File: src/verilog/tilt_pkg.sv
// shared constants and types for the tilt input controller
package tilt_pkg;
	localparam int CLK_HZ = 10000000;
	localparam int TICK_MS = 100;
	localparam int TICK_CYCLES = CLK_HZ / 1000 * TICK_MS;
	localparam int SET_W = 7;
	localparam logic [6:0] SET_OFF = 7'h00;
	localparam logic [6:0] DELAY_MAX = 7'h5a;
	localparam logic [6:0] FN_TARE = 7'h5b;
	localparam logic [6:0] FN_PRINT = 7'h5c;
	localparam logic [6:0] FN_GATE = 7'h5d;
	localparam logic [6:0] FN_TARE_GATE = 7'h5e;
	localparam logic [6:0] FN_SCALE = 7'h5f;
	localparam logic [6:0] FN_ZERO = 7'h60;

	typedef enum logic [2:0] {
		MODE_OFF,
		MODE_LOCK,
		MODE_TARE,
		MODE_PRINT,
		MODE_GATE,
		MODE_TARE_GATE,
		MODE_SCALE,
		MODE_ZERO
	} mode_t;

	typedef struct packed {
		logic tare_req;
		logic print_req;
		logic zero_req;
	} req_t;
endpackage

File: src/verilog/tilt_input_controller.sv
// tilt switch input: timed display lock or special function input
`timescale 1ns/10ps
module tilt_input_controller
	import tilt_pkg::*;
#(
	parameter int TICK_DIV = TICK_CYCLES
)(
	input wire logic clk_i,
	input wire logic rstn_i,
	input wire logic [SET_W-1:0] setting_i,
	input wire logic contact_i,
	input wire logic tare_done_i,
	input wire logic tare_ok_i,
	output logic display_lock_o,
	output req_t req_o,
	output logic setpoint_en_o,
	output logic scale_sel_o
);
	logic sync1;
	logic sync2;
	logic level_d;
	logic [SET_W-1:0] elapsed;
	logic tare_pend;
	logic tare_won;
	logic tick;
	mode_t mode;

	always_ff @(posedge clk_i)
	begin
		if (!rstn_i)
		begin
			sync1 <= 1'b0;
			sync2 <= 1'b0;
			level_d <= 1'b0;
		end
		else
		begin
			sync1 <= contact_i;
			sync2 <= sync1;
			level_d <= sync2;
		end
	end

	wire rise = sync2 && !level_d;

	tick_divider #(
		.DIV(TICK_DIV)
	) u_tick (
		.clk_i(clk_i),
		.rstn_i(rstn_i),
		.tick_o(tick)
	);

	always_comb
	begin
		unique case (setting_i)
			SET_OFF: mode = MODE_OFF;
			FN_TARE: mode = MODE_TARE;
			FN_PRINT: mode = MODE_PRINT;
			FN_GATE: mode = MODE_GATE;
			FN_TARE_GATE: mode = MODE_TARE_GATE;
			FN_SCALE: mode = MODE_SCALE;
			FN_ZERO: mode = MODE_ZERO;
			default: mode = (setting_i <= DELAY_MAX) ? MODE_LOCK : MODE_OFF;
		endcase
	end

	// in lock mode, lock wants to change whenever the stable level differs from it
	wire lock_mode = (mode == MODE_LOCK);
	wire differs = lock_mode && (sync2 != display_lock_o);
	wire done = differs && tick && ((elapsed + 1'b1) >= setting_i);

	// count 100 ms ticks, so the first unit may be partial; a bounce restarts the wait
	always_ff @(posedge clk_i)
	begin
		if (!rstn_i || !differs || done)
			elapsed <= '0;
		else if (tick)
			elapsed <= elapsed + 1'b1;
	end

	always_ff @(posedge clk_i)
	begin
		if (!rstn_i || !lock_mode)
			display_lock_o <= 1'b0;
		else if (done)
			display_lock_o <= sync2;
	end

	always_ff @(posedge clk_i)
	begin
		if (!rstn_i)
			req_o <= '0;
		else
		begin
			req_o.tare_req <= rise && (mode == MODE_TARE || mode == MODE_TARE_GATE);
			req_o.print_req <= rise && (mode == MODE_PRINT);
			req_o.zero_req <= rise && (mode == MODE_ZERO);
		end
	end

	// waiting for tare result while input stays high
	always_ff @(posedge clk_i)
	begin
		if (!rstn_i || mode != MODE_TARE_GATE || !sync2)
			tare_pend <= 1'b0;
		else if (req_o.tare_req)
			tare_pend <= 1'b1;
		else if (tare_done_i)
			tare_pend <= 1'b0;
	end

	// a tare that finished well while one was outstanding
	wire tare_hit = tare_pend && tare_done_i && tare_ok_i;

	// good tare remembered; entering the mode with input high must not
	// carry over setpoints that another setting had left on
	always_ff @(posedge clk_i)
	begin
		if (!rstn_i || mode != MODE_TARE_GATE || !sync2)
			tare_won <= 1'b0;
		else if (tare_hit)
			tare_won <= 1'b1;
	end

	// setpoint gating; outside these modes setpoints stay enabled
	always_ff @(posedge clk_i)
	begin
		if (!rstn_i)
			setpoint_en_o <= 1'b1;
		else if (mode == MODE_GATE)
			setpoint_en_o <= sync2;
		else if (mode == MODE_TARE_GATE)
			setpoint_en_o <= sync2 && (tare_won || tare_hit);
		else
			setpoint_en_o <= 1'b1;
	end

	always_ff @(posedge clk_i)
	begin
		if (!rstn_i)
			scale_sel_o <= 1'b0;
		else
			scale_sel_o <= (mode == MODE_SCALE) && sync2;
	end
endmodule

File: src/verilog/tick_divider.sv
// prescaler producing the 100 ms tick enable
`timescale 1ns/10ps
module tick_divider
	import tilt_pkg::*;
#(
	parameter int DIV = TICK_CYCLES
)(
	input wire logic clk_i,
	input wire logic rstn_i,
	output logic tick_o
);
	logic [$clog2(DIV)-1:0] count;
	wire last = (count == ($clog2(DIV))'(DIV - 1));

	always_ff @(posedge clk_i)
	begin
		if (!rstn_i)
			count <= '0;
		else if (last)
			count <= '0;
		else
			count <= count + 1'b1;
	end

	always_ff @(posedge clk_i)
	begin
		if (!rstn_i)
			tick_o <= 1'b0;
		else
			tick_o <= last;
	end
endmodule

File: config.mk
export PLATFORM = sky130hd
export DESIGN_NAME = tilt_input_controller
export DESIGN_NICKNAME = d
export VERILOG_FILES = /design/src/verilog/tilt_pkg.sv /design/src/verilog/tilt_input_controller.sv /design/src/verilog/tick_divider.sv
export SDC_FILE = /design/constraint.sdc
export NUM_CORES = 1
export LEC_CHECK = 0
export ABC_AREA = 0
export BUFFER_PORTS_ARGS = -buffer_cell sky130_fd_sc_hd__buf_2
export CAP_MARGIN = 15
export CORE_MARGIN = 5
export CORE_UTILIZATION = 50
export DETAILED_ROUTE_END_ITERATION = 8
export PLACE_DENSITY = 0.69
export SETUP_SLACK_MARGIN = 0.1
export SLEW_MARGIN = 25
export SYNTH_ARGS = -nofsm -noshare
export SYNTH_HDL_FRONTEND = slang
export SYNTH_HIERARCHICAL = 1
export SYNTH_SLANG_ARGS = --single-unit
File: constraint.sdc
create_clock -name clk_i -period 5.95 [get_ports clk_i]
set_input_delay 1.19 -clock clk_i [delete_from_list [all_inputs] [get_ports clk_i]]
set_output_delay 1.19 -clock clk_i [all_outputs]
set_load 0.01 [all_outputs]
==> impl_metrics.env <==
export IMPL_synthXorXnorAreaFrac_pct=12.1
export IMPL_timing_hold_ws_ps=443
export IMPL_hold_path_depth=1
export IMPL_root_buffer="clkbuf_8"
export IMPL_largest_reg_flops=20
export IMPL_synth_edff_count=0
export IMPL_io_pins=18
export IMPL_area_growth_pct=12.4
export IMPL_cts_sinks=39
export IMPL_crit_type="input port to flop"
export IMPL_netlist_area_um2=1950
export IMPL_cap_viol_max_count=0
export IMPL_met2_usage_pct=24.7
export IMPL_synth_top_area_share_pct=40.0
export IMPL_synth_distinct_cells=40
export IMPL_avgViaCountPerCell=5.30
export IMPL_rr_worst_depth=9
export IMPL_crit_required_ps=6180
export IMPL_status="finished, final reports clean"
export IMPL_ys_warnings_count=6
export IMPL_post_place_cells=288
export IMPL_power_density_nw_per_um2=232
export IMPL_clockBufferDepth=2
export IMPL_synth_compound_area_share_pct=9.03
export IMPL_portBuffers=17
export IMPL_cts_inserted_buffers=5
export IMPL_die_w_um=72.5
export IMPL_cts_resized=0
export IMPL_finalPower_w=0.000509
export IMPL_top_usage_layer="met2"
export IMPL_fin_cells=296
export IMPL_place_area_um2=2080
export IMPL_grt_max_degree=21
export IMPL_grt_pass1_vias=1478
export IMPL_gp_congestion=0.804
export IMPL_period_minus_slack_ps=2560
export IMPL_synth_simple_area_share_pct=28.4
export IMPL_gr_usage_met1_pct=17.4
export IMPL_synth_common_cells="39 x dfxtp_1, 34 x nor2_1, 18 x nand2_1"
export IMPL_wl_um=3500
export IMPL_drt_initial_drc_count=91
export IMPL_synth_top_family_by_area="simple AND/OR/NAND/NOR gates"
export IMPL_ir_worst_vdd_mv=0.134
export IMPL_wire_per_inst_um=11.8
export IMPL_synthAdderAreaFrac_pct=5.77
export IMPL_min_path_type="flop to flop"
export IMPL_largest_register="u_tick/count"
export IMPL_async_flop_share_pct=0
export IMPL_ctsHoldBuffers=0
export IMPL_nNetsFinal=268
export IMPL_p_leak_nw=0.857
export IMPL_rows=22
export IMPL_grt_setup_unrepaired="false"
export IMPL_syn_avg_cell_area_um2=8.60
export IMPL_antenna_found_initial=0
export IMPL_finalCritPeriodShare_pct=43.0
export IMPL_cts_tree="done"
export IMPL_endpoint_kind="flop"
export IMPL_synthMuxAreaShare_pct=1.02
export IMPL_syn_instance_count=227
export IMPL_ys_seq_elements=39
export IMPL_clk_pin_slew_ps=80
export IMPL_syn_nets=248
export IMPL_yosysTopAreaCell="dfxtp_1"
export IMPL_yosys_top_cells_area="dfxtp_1 40%, nor2_1 6.5%, xnor2_1 6.3%"
export IMPL_reg_top3="u_tick/count (20), elapsed (7), req_o (3)"
export IMPL_die_h_um=72.5
export IMPL_fmax_mhz=391
export IMPL_num_antenna_cells=0
export IMPL_grt_pass1_wl_um=6160
export IMPL_nFillCells=356
export IMPL_finalSetupTns_ps=0
export IMPL_layout_drive_gt1_share_pct=12.5
export IMPL_skew_ps=8.57
export IMPL_track_usage_pct=14.7
export IMPL_clock_latency_ps=290
export IMPL_grt_ovfl_total=0
export IMPL_dp_hpwl_um=2640
export IMPL_worstPathMaxFanout=7
export IMPL_hold_violations=0
export IMPL_slew_headroom_pct=63.0
export IMPL_ant_nets=0
export IMPL_crit_arrival_ps=2790
export IMPL_ys_seq_area_share_pct=40.0
export IMPL_worst_pin_slew_ps=552
export IMPL_cp_start_kind="input port"
export IMPL_synth_most_common_cell="dfxtp_1"
export IMPL_fin_area_um2=2190
export IMPL_synth_top_flop_cell="dfxtp_1"
export IMPL_drc=0
export IMPL_start_util_pct=52.6
export IMPL_dieArea_um2=5260
export IMPL_finalMaxSlewViolations=0
export IMPL_core_um2=3720
export IMPL_num_vias=1570
export IMPL_htreeDepth=2
export IMPL_post_cts_setup_buffers=0
export IMPL_setup_violations=0
export IMPL_dr_pass1_iters=4
export IMPL_grtUsageMet3_pct=4.43
## cell type report
cell class | instances | area, um^2 | area share (%)
Multi-Input combinational cell | 170 | 1100 | 50.1
Clock inverter | 3 | 43.8 | 2.00
Sequential cell | 39 | 781 | 35.6
Tap cell | 48 | 60.1 | 2.74
Inverter | 13 | 48.8 | 2.22
Clock buffer | 5 | 68.8 | 3.14
Timing Repair Buffer | 18 | 92.6 | 4.22
## report_power, final
group           total, W  switching [W]  internal [W]  leakage, nW
sequential      0.000266     0.00000236      0.000263        0.315
clock           0.000217      0.0000921      0.000125       0.0581
combinational  0.0000261      0.0000161    0.00000997        0.484
total           0.000509       0.000111      0.000398        0.857
## worst max-delay path, cell delays in order
cell and delay (ps):
buf_2 90, inv_1 60, ha_1 300, a21o_1 180, a211o_1 280, a41oi_1 220, o211ai_1 290, nor2_1 170
## per-layer routing
layer | routed length [um] | vias up | share of wire [%]
met2 | 1650 | 24 | 47
met4 | 58 | 0 | 1.7
met1 | 1630 | 710 | 46
met3 | 163 | 7 | 4.7
met5 | 0 | - | 0
li1 | - | 829 | -
## cell families (layout without fill, tap and decap cells)
| group | count (synthesis) | count (layout) |
|---|---|---|
| AOI/OAI and AO/OA | 27 | 27 |
| DFF | 39 | 39 |
| muxes | 2 | 2 |
| buffers and inverters | 18 | 39 |
| and+or+nand+nor | 105 | 105 |
| xor gates and xnor gates | 27 | 27 |
| adders and majority gates | 9 | 9 |
## per-stage QoR
step	setup WS [ps]	utilization, %
floorplan	3370	-
global placement	3140	56.0
detailed placement	3100	56.0
CTS	3410	59.1
global route	3290	59.1
finish	3390	59.1
## worst paths after layout
path	from	to	slack [ps]
worst min register to register	sync1	sync2	440
worst max register to register	elapsed[0]	elapsed[3]	3450
worst min-delay path	sync1	sync2	440
worst max-delay path	setting_i[4]	elapsed[3]	3390
## placed cells by master, fill, tap and decap left out, types with 7 or more instances in the layout
cell type	synthesis	final
xor2_1	13	13
nand4_1	10	10
o21ai_0	9	8
a21oi_1	7	7
nor2_1	34	34
buf_2	1	17
nand3_1	12	12
xnor2_1	14	14
inv_1	13	13
nand2_1	18	18
ha_1	9	9
dfxtp_1	39	39
Note: power is estimated with default switching activity, not from simulation.
